==> src/include/sdt_regs.svh <==
// register offsets, field positions and reset values of the serial transceiver event block
// assumes a 12-bit byte address on apb with 32-bit aligned words
//
// Overview of operation
// - flags for receiver started, transmitter started, transmitter stopped; read 1 when generated.
// - receive-start shortcut set: buffer-full event triggers the receiver start task.
// - receive-stop shortcut set: buffer-full event triggers the receiver stop task.
// - one read/write interrupt enable bit per event; 1 lets it interrupt.
// - writing 1 to enable-clear view disables; reads return enable state.
// - error cause readable; writing one clears a bit, zero leaves it.
// - start bit while holding register full sets overrun.
// - with parity checking on, bad parity sets parity error.
// - no valid stop bit after a character sets framing error.
// - line low longer than a frame (10 or 11 bits) sets break.
// - enable field 0 turns transceiver off, 8 turns it on.
`ifndef SDT_REGS_SVH
`define SDT_REGS_SVH

// event flags occupy 0x100..0x17c, one word per interrupt bit position
`define SDT_EVT_PAGE 5'h02
`define SDT_EVT_MASK 32'h005a_0397
`define SDT_EVT_ERR_BIT 9
`define SDT_EVT_ERR_ONE 32'h0000_0200
`define SDT_EVT_RXFULL_BIT 4
`define SDT_FLAG_RX_STARTED 12'h14c
`define SDT_FLAG_TX_STARTED 12'h150
`define SDT_FLAG_TX_STOPPED 12'h158

`define SDT_SHORTCUT 12'h200
`define SDT_SHORT_START_BIT 5
`define SDT_SHORT_STOP_BIT 6
`define SDT_IRQ_EN 12'h300
`define SDT_IRQ_SET 12'h304
`define SDT_IRQ_CLR 12'h308
`define SDT_ERRSRC 12'h480
`define SDT_ENABLE 12'h500
`define SDT_CONFIG 12'h56c

// field values
`define SDT_ENABLE_ON 4'h8
`define SDT_PARITY_LSB 1
`define SDT_PARITY_ON 3'h7
`define SDT_RESET_WORD 32'h0000_0000

// frame length in bit times, for break detection
`define SDT_FRAME_BITS 4'ha
`define SDT_FRAME_BITS_PAR 4'hb

`endif

==> src/include/sdt_pkg.sv <==
// shared types of the serial transceiver event block
// assumes the register header defines the offsets
package sdt_pkg;
  typedef logic [31:0] sdt_word_t;
  // positions inside the error cause register
  typedef enum int {
    SDT_ERR_OVERRUN,
    SDT_ERR_PARITY,
    SDT_ERR_FRAMING,
    SDT_ERR_BREAK
  } sdt_err_idx_t;
  typedef logic [3:0] sdt_err_t;
endpackage : sdt_pkg

==> src/include/sdt_line_if.sv <==
// carrier between the register core and the receive line monitor
// assumes both ends sit on REF_CLK
`timescale 1ns/1ns
`default_nettype none
interface sdt_line_if;
  logic on;
  logic par_en;
  sdt_pkg::sdt_err_t err;
  // monitor reports error pulses, core supplies configuration
  modport mon (input on, input par_en, output err);
  modport core (output on, output par_en, input err);
endinterface : sdt_line_if
`default_nettype wire

==> src/rtl/sdt_line_mon.sv <==
// receive line monitor: overrun, parity, framing and break detection
// assumes shifter strobes on REF_CLK and a raw asynchronous receive pin
`timescale 1ns/1ns
`default_nettype none
`include "sdt_regs.svh"
module sdt_line_mon (
  // clock and reset
  input wire logic clk,
  input wire logic rst_n,
  // raw pin and shifter strobes
  input wire logic rxd_pin,
  input wire logic bit_tick,
  input wire logic rx_idle,
  input wire logic rx_hold_full,
  input wire logic rx_char_done,
  input wire logic rx_parity_ok,
  // error reports
  sdt_line_if.mon lif
);
  logic sync1_r;
  logic sync2_r;
  logic line_r;
  logic [3:0] low_cnt_r;
  logic [3:0] low_cnt_nxt;
  logic brk_done_r;
  sdt_pkg::sdt_err_t err_r;
  sdt_pkg::sdt_err_t err_nxt;
  logic [3:0] frame_len;
  logic fall;
  logic low_over;

  // two-stage synchroniser, then a delayed copy for edge detection
  always_ff @(posedge clk or negedge rst_n) begin
    if (!rst_n) begin
      sync1_r <= 1'b1;
      sync2_r <= 1'b1;
      line_r <= 1'b1;
    end else begin
      sync1_r <= rxd_pin;
      sync2_r <= sync1_r;
      line_r <= sync2_r;
    end
  end

  // detections, all gated by the transceiver being on
  assign fall = line_r & ~sync2_r & rx_idle;
  assign frame_len = lif.par_en ? `SDT_FRAME_BITS_PAR : `SDT_FRAME_BITS;
  assign low_over = ~sync2_r & bit_tick & (low_cnt_r == frame_len) & ~brk_done_r;
  assign low_cnt_nxt = sync2_r ? 4'h0 :
                       (bit_tick & (low_cnt_r != frame_len)) ? 4'(low_cnt_r + 4'h1) : low_cnt_r;
  always_comb begin
    err_nxt = '0;
    err_nxt[sdt_pkg::SDT_ERR_OVERRUN] = lif.on & fall & rx_hold_full;
    err_nxt[sdt_pkg::SDT_ERR_PARITY] = lif.on & lif.par_en & rx_char_done & ~rx_parity_ok;
    err_nxt[sdt_pkg::SDT_ERR_FRAMING] = lif.on & rx_char_done & ~sync2_r;
    err_nxt[sdt_pkg::SDT_ERR_BREAK] = lif.on & low_over;
  end

  // low-time counter; one break report per low period
  always_ff @(posedge clk or negedge rst_n) begin
    if (!rst_n) begin
      low_cnt_r <= 4'h0;
      brk_done_r <= 1'b0;
      err_r <= '0;
    end else begin
      low_cnt_r <= low_cnt_nxt;
      brk_done_r <= ~sync2_r & (brk_done_r | low_over);
      err_r <= err_nxt;
    end
  end

  assign lif.err = err_r;
endmodule : sdt_line_mon
`default_nettype wire

==> src/rtl/sdt_evt_regs.sv <==
// event flags, shortcuts, interrupt enables and error cause of the serial transceiver
// assumes an apb master on REF_CLK and datapath event pulses on the same clock
`timescale 1ns/1ns
`default_nettype none
`include "sdt_regs.svh"
module sdt_evt_regs (
  // clock and reset
  input wire logic REF_CLK,
  input wire logic NRST,
  // apb slave
  input wire logic PSEL,
  input wire logic PENABLE,
  input wire logic PWRITE,
  input wire logic [11:0] PADDR,
  input wire logic [31:0] PWDATA,
  output logic [31:0] PRDATA,
  output logic PREADY,
  output logic PSLVERR,
  // datapath event pulses, laid out as the interrupt enable bits
  input wire logic [31:0] EV_PULSE,
  // receive shifter status and strobes
  input wire logic BIT_TICK,
  input wire logic RX_IDLE,
  input wire logic RX_HOLD_FULL,
  input wire logic RX_CHAR_DONE,
  input wire logic RX_PARITY_OK,
  // serial receive pin
  input wire logic RXD_PIN,
  // task triggers and status
  output logic RX_START_TASK,
  output logic RX_STOP_TASK,
  output logic TRX_ON,
  output logic IRQ
);

  sdt_line_if lif();

  // register state
  sdt_pkg::sdt_word_t evt_r;
  sdt_pkg::sdt_word_t evt_nxt;
  sdt_pkg::sdt_word_t irq_en_r;
  sdt_pkg::sdt_word_t irq_en_nxt;
  logic [1:0] shortcut_ctrl_r;
  logic [1:0] shortcut_ctrl_nxt;
  sdt_pkg::sdt_err_t errsrc_r;
  sdt_pkg::sdt_err_t errsrc_nxt;
  logic [3:0] enable_r;
  logic [3:0] enable_nxt;
  logic [2:0] parity_r;
  logic [2:0] parity_nxt;

  // bus and output flops
  sdt_pkg::sdt_word_t prdata_r;
  sdt_pkg::sdt_word_t prdata_nxt;
  logic pready_r;
  logic pready_nxt;
  logic pslverr_r;
  logic pslverr_nxt;
  logic start_task_r;
  logic start_task_nxt;
  logic stop_task_r;
  logic stop_task_nxt;
  logic on_r;
  logic irq_r;
  logic irq_nxt;

  // decode wires
  logic access;
  logic respond;
  logic wr;
  logic aligned;
  logic [4:0] evt_idx;
  sdt_pkg::sdt_word_t evt_sel;
  logic hit_evt;
  logic hit_shortcut_ctrl;
  logic hit_irq_en;
  logic hit_irq_set;
  logic hit_irq_clr;
  logic hit_errsrc;
  logic hit_enable;
  logic hit_config;
  logic hit_any;
  sdt_pkg::sdt_word_t rd_data;
  sdt_pkg::sdt_word_t evt_wr_oh;
  sdt_pkg::sdt_word_t hw_set;
  logic err_any;
  logic rx_full;
  logic on;

  // write strobes, one per register
  logic wr_evt;
  logic wr_shortcut_ctrl;
  logic wr_irq_en;
  logic wr_irq_set;
  logic wr_irq_clr;
  logic wr_errsrc;
  logic wr_enable;
  logic wr_config;
  sdt_pkg::sdt_err_t err_clr;

  // apb phases: first access cycle raises ready, the next edge takes the transfer
  assign access = PSEL & PENABLE;
  assign respond = access & ~pready_r;
  assign wr = access & pready_r & PWRITE;
  assign aligned = PADDR[1:0] == 2'b00;

  // address decode
  assign evt_idx = PADDR[6:2];
  assign evt_sel = sdt_pkg::sdt_word_t'(1) << evt_idx;
  assign hit_evt = aligned & (PADDR[11:7] == `SDT_EVT_PAGE) & |(evt_sel & `SDT_EVT_MASK);
  assign hit_shortcut_ctrl = PADDR == `SDT_SHORTCUT;
  assign hit_irq_en = PADDR == `SDT_IRQ_EN;
  assign hit_irq_set = PADDR == `SDT_IRQ_SET;
  assign hit_irq_clr = PADDR == `SDT_IRQ_CLR;
  assign hit_errsrc = PADDR == `SDT_ERRSRC;
  assign hit_enable = PADDR == `SDT_ENABLE;
  assign hit_config = PADDR == `SDT_CONFIG;
  assign hit_any = hit_evt | hit_shortcut_ctrl | hit_irq_en | hit_irq_set | hit_irq_clr |
                   hit_errsrc | hit_enable | hit_config;

  // write strobes: only the taking edge of a mapped write changes state
  assign wr_evt = wr & hit_evt;
  assign wr_shortcut_ctrl = wr & hit_shortcut_ctrl;
  assign wr_irq_en = wr & hit_irq_en;
  assign wr_irq_set = wr & hit_irq_set;
  assign wr_irq_clr = wr & hit_irq_clr;
  assign wr_errsrc = wr & hit_errsrc;
  assign wr_enable = wr & hit_enable;
  assign wr_config = wr & hit_config;
  assign err_clr = wr_errsrc ? PWDATA[3:0] : 4'h0;

  // read selection; unused bits read zero
  assign rd_data =
    hit_evt ? {31'h0, |(evt_r & evt_sel)} :
    hit_shortcut_ctrl ? (32'({shortcut_ctrl_r[1], shortcut_ctrl_r[0]}) << `SDT_SHORT_START_BIT) :
    (hit_irq_en | hit_irq_set | hit_irq_clr) ? irq_en_r :
    hit_errsrc ? {28'h0, errsrc_r} :
    hit_enable ? {28'h0, enable_r} :
    hit_config ? (32'(parity_r) << `SDT_PARITY_LSB) :
    `SDT_RESET_WORD;

  // bus answer: ready one cycle into the access phase, error on unmapped address
  assign pready_nxt = respond;
  assign pslverr_nxt = respond & ~hit_any;
  assign prdata_nxt = (respond & ~PWRITE) ? rd_data : `SDT_RESET_WORD;

  // derived state
  assign on = enable_r == `SDT_ENABLE_ON;
  assign err_any = |lif.err;
  assign rx_full = EV_PULSE[`SDT_EVT_RXFULL_BIT];

  // hardware event sets; the error event comes from the line monitor only
  assign hw_set = ((EV_PULSE & ~`SDT_EVT_ERR_ONE) |
                   (err_any ? `SDT_EVT_ERR_ONE : `SDT_RESET_WORD)) & `SDT_EVT_MASK;
  assign evt_wr_oh = wr_evt ? evt_sel : `SDT_RESET_WORD;

  // event flags: software writes bit 0, a coinciding event wins
  assign evt_nxt = ((evt_r & ~evt_wr_oh) | (evt_wr_oh & {32{PWDATA[0]}}) | hw_set) &
                   `SDT_EVT_MASK;

  // one enable state behind the three views
  assign irq_en_nxt =
    wr_irq_en ? (PWDATA & `SDT_EVT_MASK) :
    wr_irq_set ? (irq_en_r | (PWDATA & `SDT_EVT_MASK)) :
    wr_irq_clr ? (irq_en_r & ~PWDATA) :
    irq_en_r;

  // shortcut bits
  assign shortcut_ctrl_nxt = wr_shortcut_ctrl ?
                      {PWDATA[`SDT_SHORT_STOP_BIT], PWDATA[`SDT_SHORT_START_BIT]} : shortcut_ctrl_r;

  // error cause: write one clears, a new detection wins
  assign errsrc_nxt = (errsrc_r & ~err_clr) | lif.err;

  // enable field and parity configuration
  assign enable_nxt = wr_enable ? PWDATA[3:0] : enable_r;
  assign parity_nxt = wr_config ? PWDATA[`SDT_PARITY_LSB +: 3] : parity_r;

  // task triggers from the buffer-full event, suppressed while off; interrupt level
  assign start_task_nxt = on & rx_full & shortcut_ctrl_r[0];
  assign stop_task_nxt = on & rx_full & shortcut_ctrl_r[1];
  assign irq_nxt = |(evt_r & irq_en_r);

  // configuration to the line monitor
  assign lif.on = on;
  assign lif.par_en = parity_r == `SDT_PARITY_ON;

  sdt_line_mon u_mon (
    .clk(REF_CLK),
    .rst_n(NRST),
    .rxd_pin(RXD_PIN),
    .bit_tick(BIT_TICK),
    .rx_idle(RX_IDLE),
    .rx_hold_full(RX_HOLD_FULL),
    .rx_char_done(RX_CHAR_DONE),
    .rx_parity_ok(RX_PARITY_OK),
    .lif(lif.mon)
  );

  // event flags
  always_ff @(posedge REF_CLK or negedge NRST) begin
    if (!NRST) begin
      evt_r <= `SDT_RESET_WORD;
    end else begin
      evt_r <= evt_nxt;
    end
  end

  // interrupt enable state
  always_ff @(posedge REF_CLK or negedge NRST) begin
    if (!NRST) begin
      irq_en_r <= `SDT_RESET_WORD;
    end else begin
      irq_en_r <= irq_en_nxt;
    end
  end

  // shortcut bits
  always_ff @(posedge REF_CLK or negedge NRST) begin
    if (!NRST) begin
      shortcut_ctrl_r <= 2'h0;
    end else begin
      shortcut_ctrl_r <= shortcut_ctrl_nxt;
    end
  end

  // error cause
  always_ff @(posedge REF_CLK or negedge NRST) begin
    if (!NRST) begin
      errsrc_r <= 4'h0;
    end else begin
      errsrc_r <= errsrc_nxt;
    end
  end

  // enable field
  always_ff @(posedge REF_CLK or negedge NRST) begin
    if (!NRST) begin
      enable_r <= 4'h0;
    end else begin
      enable_r <= enable_nxt;
    end
  end

  // parity configuration
  always_ff @(posedge REF_CLK or negedge NRST) begin
    if (!NRST) begin
      parity_r <= 3'h0;
    end else begin
      parity_r <= parity_nxt;
    end
  end

  // read data, zero outside the ready cycle of a read
  always_ff @(posedge REF_CLK or negedge NRST) begin
    if (!NRST) begin
      prdata_r <= `SDT_RESET_WORD;
    end else begin
      prdata_r <= prdata_nxt;
    end
  end

  // ready pulse, one per transfer
  always_ff @(posedge REF_CLK or negedge NRST) begin
    if (!NRST) begin
      pready_r <= 1'b0;
    end else begin
      pready_r <= pready_nxt;
    end
  end

  // bus error, only together with ready
  always_ff @(posedge REF_CLK or negedge NRST) begin
    if (!NRST) begin
      pslverr_r <= 1'b0;
    end else begin
      pslverr_r <= pslverr_nxt;
    end
  end

  // receiver start task pulse
  always_ff @(posedge REF_CLK or negedge NRST) begin
    if (!NRST) begin
      start_task_r <= 1'b0;
    end else begin
      start_task_r <= start_task_nxt;
    end
  end

  // receiver stop task pulse
  always_ff @(posedge REF_CLK or negedge NRST) begin
    if (!NRST) begin
      stop_task_r <= 1'b0;
    end else begin
      stop_task_r <= stop_task_nxt;
    end
  end

  // transceiver on status
  always_ff @(posedge REF_CLK or negedge NRST) begin
    if (!NRST) begin
      on_r <= 1'b0;
    end else begin
      on_r <= on;
    end
  end

  // interrupt level, one cycle behind the flags
  always_ff @(posedge REF_CLK or negedge NRST) begin
    if (!NRST) begin
      irq_r <= 1'b0;
    end else begin
      irq_r <= irq_nxt;
    end
  end

  // outputs straight from flops
  assign PRDATA = prdata_r;
  assign PREADY = pready_r;
  assign PSLVERR = pslverr_r;
  assign RX_START_TASK = start_task_r;
  assign RX_STOP_TASK = stop_task_r;
  assign TRX_ON = on_r;
  assign IRQ = irq_r;

endmodule : sdt_evt_regs
`default_nettype wire

==> config.mk <==
export PLATFORM = sky130hd
export DESIGN_NAME = sdt_evt_regs
export DESIGN_NICKNAME = d
export VERILOG_FILES = /design/src/include/sdt_pkg.sv /design/src/include/sdt_line_if.sv /design/src/rtl/sdt_line_mon.sv /design/src/rtl/sdt_evt_regs.sv
export VERILOG_INCLUDE_DIRS = /design/src /design/src/include
export SDC_FILE = /design/constraint.sdc
export NUM_CORES = 1
export LEC_CHECK = 0
export ABC_AREA = 0
export BUFFER_PORTS_ARGS = -buffer_cell sky130_fd_sc_hd__buf_2
export CAP_MARGIN = 0
export CORE_UTILIZATION = 45
export CTS_CLUSTER_DIAMETER = 80
export CTS_CLUSTER_SIZE = 28
export DETAILED_ROUTE_END_ITERATION = 12
export PLACE_DENSITY = 0.7
export SKIP_CTS_REPAIR_TIMING = 1
export SLEW_MARGIN = 10
export SYNTH_ARGS = -nofsm -noshare
export SYNTH_HDL_FRONTEND = slang
export SYNTH_HIERARCHICAL = 1
export SYNTH_SLANG_ARGS = --single-unit
==> constraint.sdc <==
create_clock -name REF_CLK -period 3.3 [get_ports REF_CLK]
set_clock_uncertainty 0.2 [all_clocks]
set_input_delay 0.33 -clock REF_CLK [delete_from_list [all_inputs] [get_ports REF_CLK]]
set_output_delay 0.33 -clock REF_CLK [all_outputs]
set_load 0.005 [all_outputs]
# ---- After elaboration in Yosys (flattened, before gate mapping)
# Cells that the tools add are included.
dict set report totals {
  register_bits 106
}
dict set report classes {
  add_sub_neg 1
  eq_ne 12
  shifts 1
  mux 16
  bitwise 64
  n_reduce_logical 7
}
# op count
set op_table {}
lappend op_table {{$mux 32} 7}
lappend op_table {{$and 23x32->32} 2}
lappend op_table {{$reduce_or 32->1} 2}
lappend op_table {{$eq 12x10->1 const B} 4}
lappend op_table {{$and 23x23->23} 2}
lappend op_table {{$or 23x23->23} 2}
lappend op_table {{$eq 12x11->1 const B} 3}
lappend op_table {{$and 1x1->1} 34}
lappend op_table {{$and 32x32->32} 1}
lappend op_table {{$not 32->32} 1}
lappend op_table {{$or 32x23->32} 1}
lappend op_table {{$shl 1x5->32 const A} 1}
lappend op_table {{$mux 4} 6}
lappend op_table {{$mux 23} 1}
lappend op_table {{$not 23->23} 1}
lappend op_table {{$or 23x10->23} 1}
lappend op_table {{$reduce_or 11->1} 1}
lappend op_table {{$mux 10} 1}
lappend op_table {{$or 1x1->1} 10}
lappend op_table {{$not 1->1} 6}
lappend op_table {{$eq 5x2->1 const B} 1}
lappend op_table {{$add 4x1->4 const B} 1}
lappend op_table {{$and 4x4->4} 1}
lappend op_table {{$eq 4x4->1} 1}
lappend op_table {{10 further kinds} 10}

# ---- Depth between registers and ports, before layout
dict set report depth {
  ltp_word 12
  depth_mapped 8
  depth_no_buf 6
}

# ---- Cells and area by module
# The synthesis kept the hierarchy.
# module n_inst cells_each area_per_inst_um2
set modules_own_cells {}
lappend modules_own_cells {sdt_evt_regs 1 354 4047.6}
lappend modules_own_cells {sdt_line_mon 1 40 474.2}

# ---- Worst setup path after synthesis
# OpenSTA, ideal clock, no wires.
dict set report synth_timing {
  path_kind {in2reg}
  start {input PADDR[5]}
  end {register evt_r[22]}
  setup_ns 0.124
  arrival_time_ns 1.787
  required_time_ns 2.976
  slack_ns 1.189
  path_stages 6
  n_path_buf 1
  path_cell_list {or2_1 -> buf_6 -> o22ai_1 -> o21ba_4 -> or4_4 -> a211o_1}
}
dict set report synth_via {
  elab_chain_len 9
  word_cells_on_any_way 10
}
# item line_no
set synth_rtl {}
lappend synth_rtl {{start, declared} sdt_evt_regs.sv:14} ;# input wire logic [11:0] PADDR,
lappend synth_rtl {{$shl 1x5->32 (*)} sdt_evt_regs.sv:109} ;# assign evt_sel = sdt_pkg::sdt_word_t'(1) << evt_idx;
lappend synth_rtl {{$reduce_or 11->1} sdt_evt_regs.sv:110} ;# assign hit_evt = aligned & (PADDR[11:7] == `SDT_EVT_PAGE) & |(evt_sel & `SDT_EVT_MASK);
lappend synth_rtl {{$and 1x1->1} sdt_evt_regs.sv:110}
lappend synth_rtl {{$and 1x1->1} sdt_evt_regs.sv:122} ;# assign wr_evt = wr & hit_evt;
lappend synth_rtl {{$mux 23 (no source line) (*)} -}
lappend synth_rtl {{$not 23->23} sdt_evt_regs.sv:158} ;# assign evt_nxt = ((evt_r & ~evt_wr_oh) | (evt_wr_oh & {32{PWDATA[0]}}) | hw_set) &
lappend synth_rtl {{$and 23x23->23} sdt_evt_regs.sv:158}
lappend synth_rtl {{$or 23x23->23 (*) (2 in a row)} sdt_evt_regs.sv:158}
lappend synth_rtl {{named net evt_nxt[22]} sdt_evt_regs.sv:40} ;# sdt_pkg::sdt_word_t evt_nxt;
lappend synth_rtl {{end signal, assigned} sdt_evt_regs.sv:203} ;# evt_r <= `SDT_RESET_WORD;
lappend synth_rtl {{end signal, assigned} sdt_evt_regs.sv:205} ;# evt_r <= evt_nxt;
lappend synth_rtl {{end, declared} sdt_evt_regs.sv:39} ;# sdt_pkg::sdt_word_t evt_r;
# The timed path passes the listed nets; every way through them passes the cells marked *.
# A chain may end at the register's enable or synchronous reset.

# ---- Worst setup path after layout
dict set report layout_timing {
  start {input PADDR[1]}
  end {register irq_en_r[26]}
}
dict set report layout_via {
  elab_chain_len 4
  word_cells_on_any_way 9
}
# item line_no
set layout_rtl {}
lappend layout_rtl {{$eq 12x10->1 (no source line)} -}
lappend layout_rtl {{$and 1x1->1} sdt_evt_regs.sv:125} ;# assign wr_irq_set = wr & hit_irq_set;
lappend layout_rtl {{$mux 32} sdt_evt_regs.sv:164} ;# wr_irq_set ? (irq_en_r | (PWDATA & `SDT_EVT_MASK)) :
lappend layout_rtl {{$mux 32} sdt_evt_regs.sv:163} ;# wr_irq_en ? (PWDATA & `SDT_EVT_MASK) :
lappend layout_rtl {{end signal, assigned} sdt_evt_regs.sv:212} ;# irq_en_r <= `SDT_RESET_WORD;
lappend layout_rtl {{end signal, assigned} sdt_evt_regs.sv:214} ;# irq_en_r <= irq_en_nxt;
lappend layout_rtl {{end, declared} sdt_evt_regs.sv:41} ;# sdt_pkg::sdt_word_t irq_en_r;
# Several ways; a longest one is shown, not always the timed one.

==> flow_summary.ini <==
[floorplanning]
start_util_pct = 46.3
die_h_um = 102
die_area_um2 = 10500
dieWidth_um = 102
fp-row-count = 36
io_pins = 125
core-area_um2 = 9770

[cells_and_area]
multi_input_area_um2 = 1750
regArea_um2 = 2660
final_nets = 618
finish.utilization_pct = 58.6
n_fill_cell = 868
layout.cells.non_filler = 668
antenna_cells = 0
drive_gt1_share_pct = 28.0
syn2layout_area_growth_pct = 26.7

[sta]
fin_crit_sh_pct = 67.6
whs_ns = -0.00726
final.setup.tns_ns = 0
worst_pin_slew_ns = 0.856
relSlewSlack_pct = 42.9
setup_violations = 0
rsz0062_at_grt = no
drv_slew = 0
hold_viol_final = 4
clock.fmax_mhz = 448
fin_crit_ns = 2.23

[clock_network]
root_buffer = clkbuf_8
cts.clk_slew.worst_paths_ns = 0.10
cts.sinks = 106
cts_tree = yes
clkLatencyLatePin_ns = 0.37
clock_path_buffers = 2
numCtsBuffers = 9
htreeDepth = 3

[detailed_routing]
wl_per_cell_um = 16.3
drc_errors = 0
drt-initial-drc-count = 217
drt_first_pass_iters = 5
ant_nets = 0
dr_total_vias = 3627
routed_wl_um = 10900
via_per_inst = 5.43

[critical_path]
cp-start-kind = input pin
arrival_ns = 2.29
end_kind = register
crit_type = input pin to register
worst_ep_required_time_ns = 3.36
crit_fanout = 25

[yosys]
synth_seq_cells = 106
synth_top_area_share_pct = 57.0
yosysMostFrequentCell = dfrtp_1
synth-edff-count = 0
ys_seq_area_share_pct = 58.7
syn_inst = 394
ys_warn_count = 6
syn_nets = 482
synthTopCellsByCount = dfrtp_1 (103), nand2_1 (51), and3_1 (30)
yosysTopAreaCell = dfrtp_1
syn_area_um2 = 4520
synthArstFlopShare_pct = 100
synth_cell_type_count = 64
synthFlopType = dfrtp_1
postSynthAreaPerCell_um2 = 11.5
synth_area_leaders = dfrtp_1 (57%), nand2_1 (4.2%), and3_1 (4.2%)

[placed_design]
place_inst = 617
io_buffer_count = 102
place_congestion = 0.926
dp_hpwl_um = 7290

[power]
peakVddDrop_uv = 225
power.total_mw = 2.30
power.density_nw_per_um2 = 402
leakage_nw = 2.87

[job]
max_cap_viol_count = 0

[run_status]
violations = negative hold slack
status = finished with violations

[hold_path]
hold_class = input pin to register

[grt]
grt_pass1_wl_um = 16800
grt_usage_pct = 21.2
antenna_found_initial = 0
grt_overflow = 0
grt_max_degree = 107
grt_pass1_vias = 3377
power breakdown:
group	internal, mW	total, mW	switching, mW
combinational	0.0819	0.177	0.0947
sequential	1.31	1.31	0.00648
clock	0.359	0.811	0.452
final timing paths:
check                      cells after the start  slack, ns     startpoint          endpoint
max                                            8       1.07       PADDR[1]      irq_en_r[26]
min                                            3     -0.007   RX_CHAR_DONE  u_mon/lif.err[2]
max reg2reg                                    7       1.07         PREADY      irq_en_r[26]
min reg2reg                                    0       0.16  u_mon/sync1_r     u_mon/sync2_r
max in group asynchronous                      3       2.10           NRST       errsrc_r[2]
min in group asynchronous                      3       0.31           NRST            PREADY
per-stage QoR:
stage                     setup slack, ns  instance area (um2)
after floorplan                      1.19                 4520
after global placement              0.698                 5180
after detailed placement            0.668                 5180
after CTS                            1.05                 5380
after global routing                0.948                 5730
final                                1.07                 5730
kinds of logic after synthesis:
kind of cell	Yosys count	synth area share, %
compound gates	86	14.7
buf+inv	28	2.79
flops	106	58.7
simple gates	157	19.8
mux	11	2.66
xor+xnor	5	0.969
fa+ha+maj	1	0.277
per-layer routing:
layer	part of all wire (%)	global-route usage, %	wire length, um	vias up
met5	0	0	0	-
met4	2.3	9.56	252	0
met3	5.3	3.35	576	22
met2	50	34.5	5430	106
met1	43	28.0	4640	1790
li1	-	-	-	1709
worst max-delay path: stages:
cell,delay [ns]
buf_2,0.12
nor4b_4,0.35
nand3_2,0.17
nand2b_4,0.19
or3_1,0.68
buf_4,0.32
nand2_1,0.08
a21oi_1,0.04
area by class of cell:
type,count,area share [%]
Inverter,8,0.524
Clock buffer,11,2.29
Tap cell,133,2.91
Multi-Input combinational cell,260,30.5
Clock inverter,5,1.09
Timing Repair Buffer,145,16.3
Sequential cell,106,46.4
layout by cell type (no fill, tap or decap), types with 3 or more instances in the layout:
cell type / instances
a211o_1: 4
a21boi_0: 3
a21o_1: 4
a21oi_1: 29
a221oi_1: 3
a222oi_1: 4
a311o_1: 4
a32o_1: 11
and2_1: 4
and3_1: 30
buf_2: 101
buf_4: 8
clkbuf_8: 9
dfrtp_1: 103
dfstp_2: 3
dlygate4sd3_1: 35
inv_1: 8
mux2_2: 8
mux2i_1: 3
nand2_1: 51
nand2b_1: 5
nand3_1: 4
nor2_1: 18
nor3_1: 6
nor4_1: 6
o21ai_0: 3
o31a_1: 3
or3_1: 4
or4_1: 3
xnor2_1: 3
(Power assumes the default switching activity.)
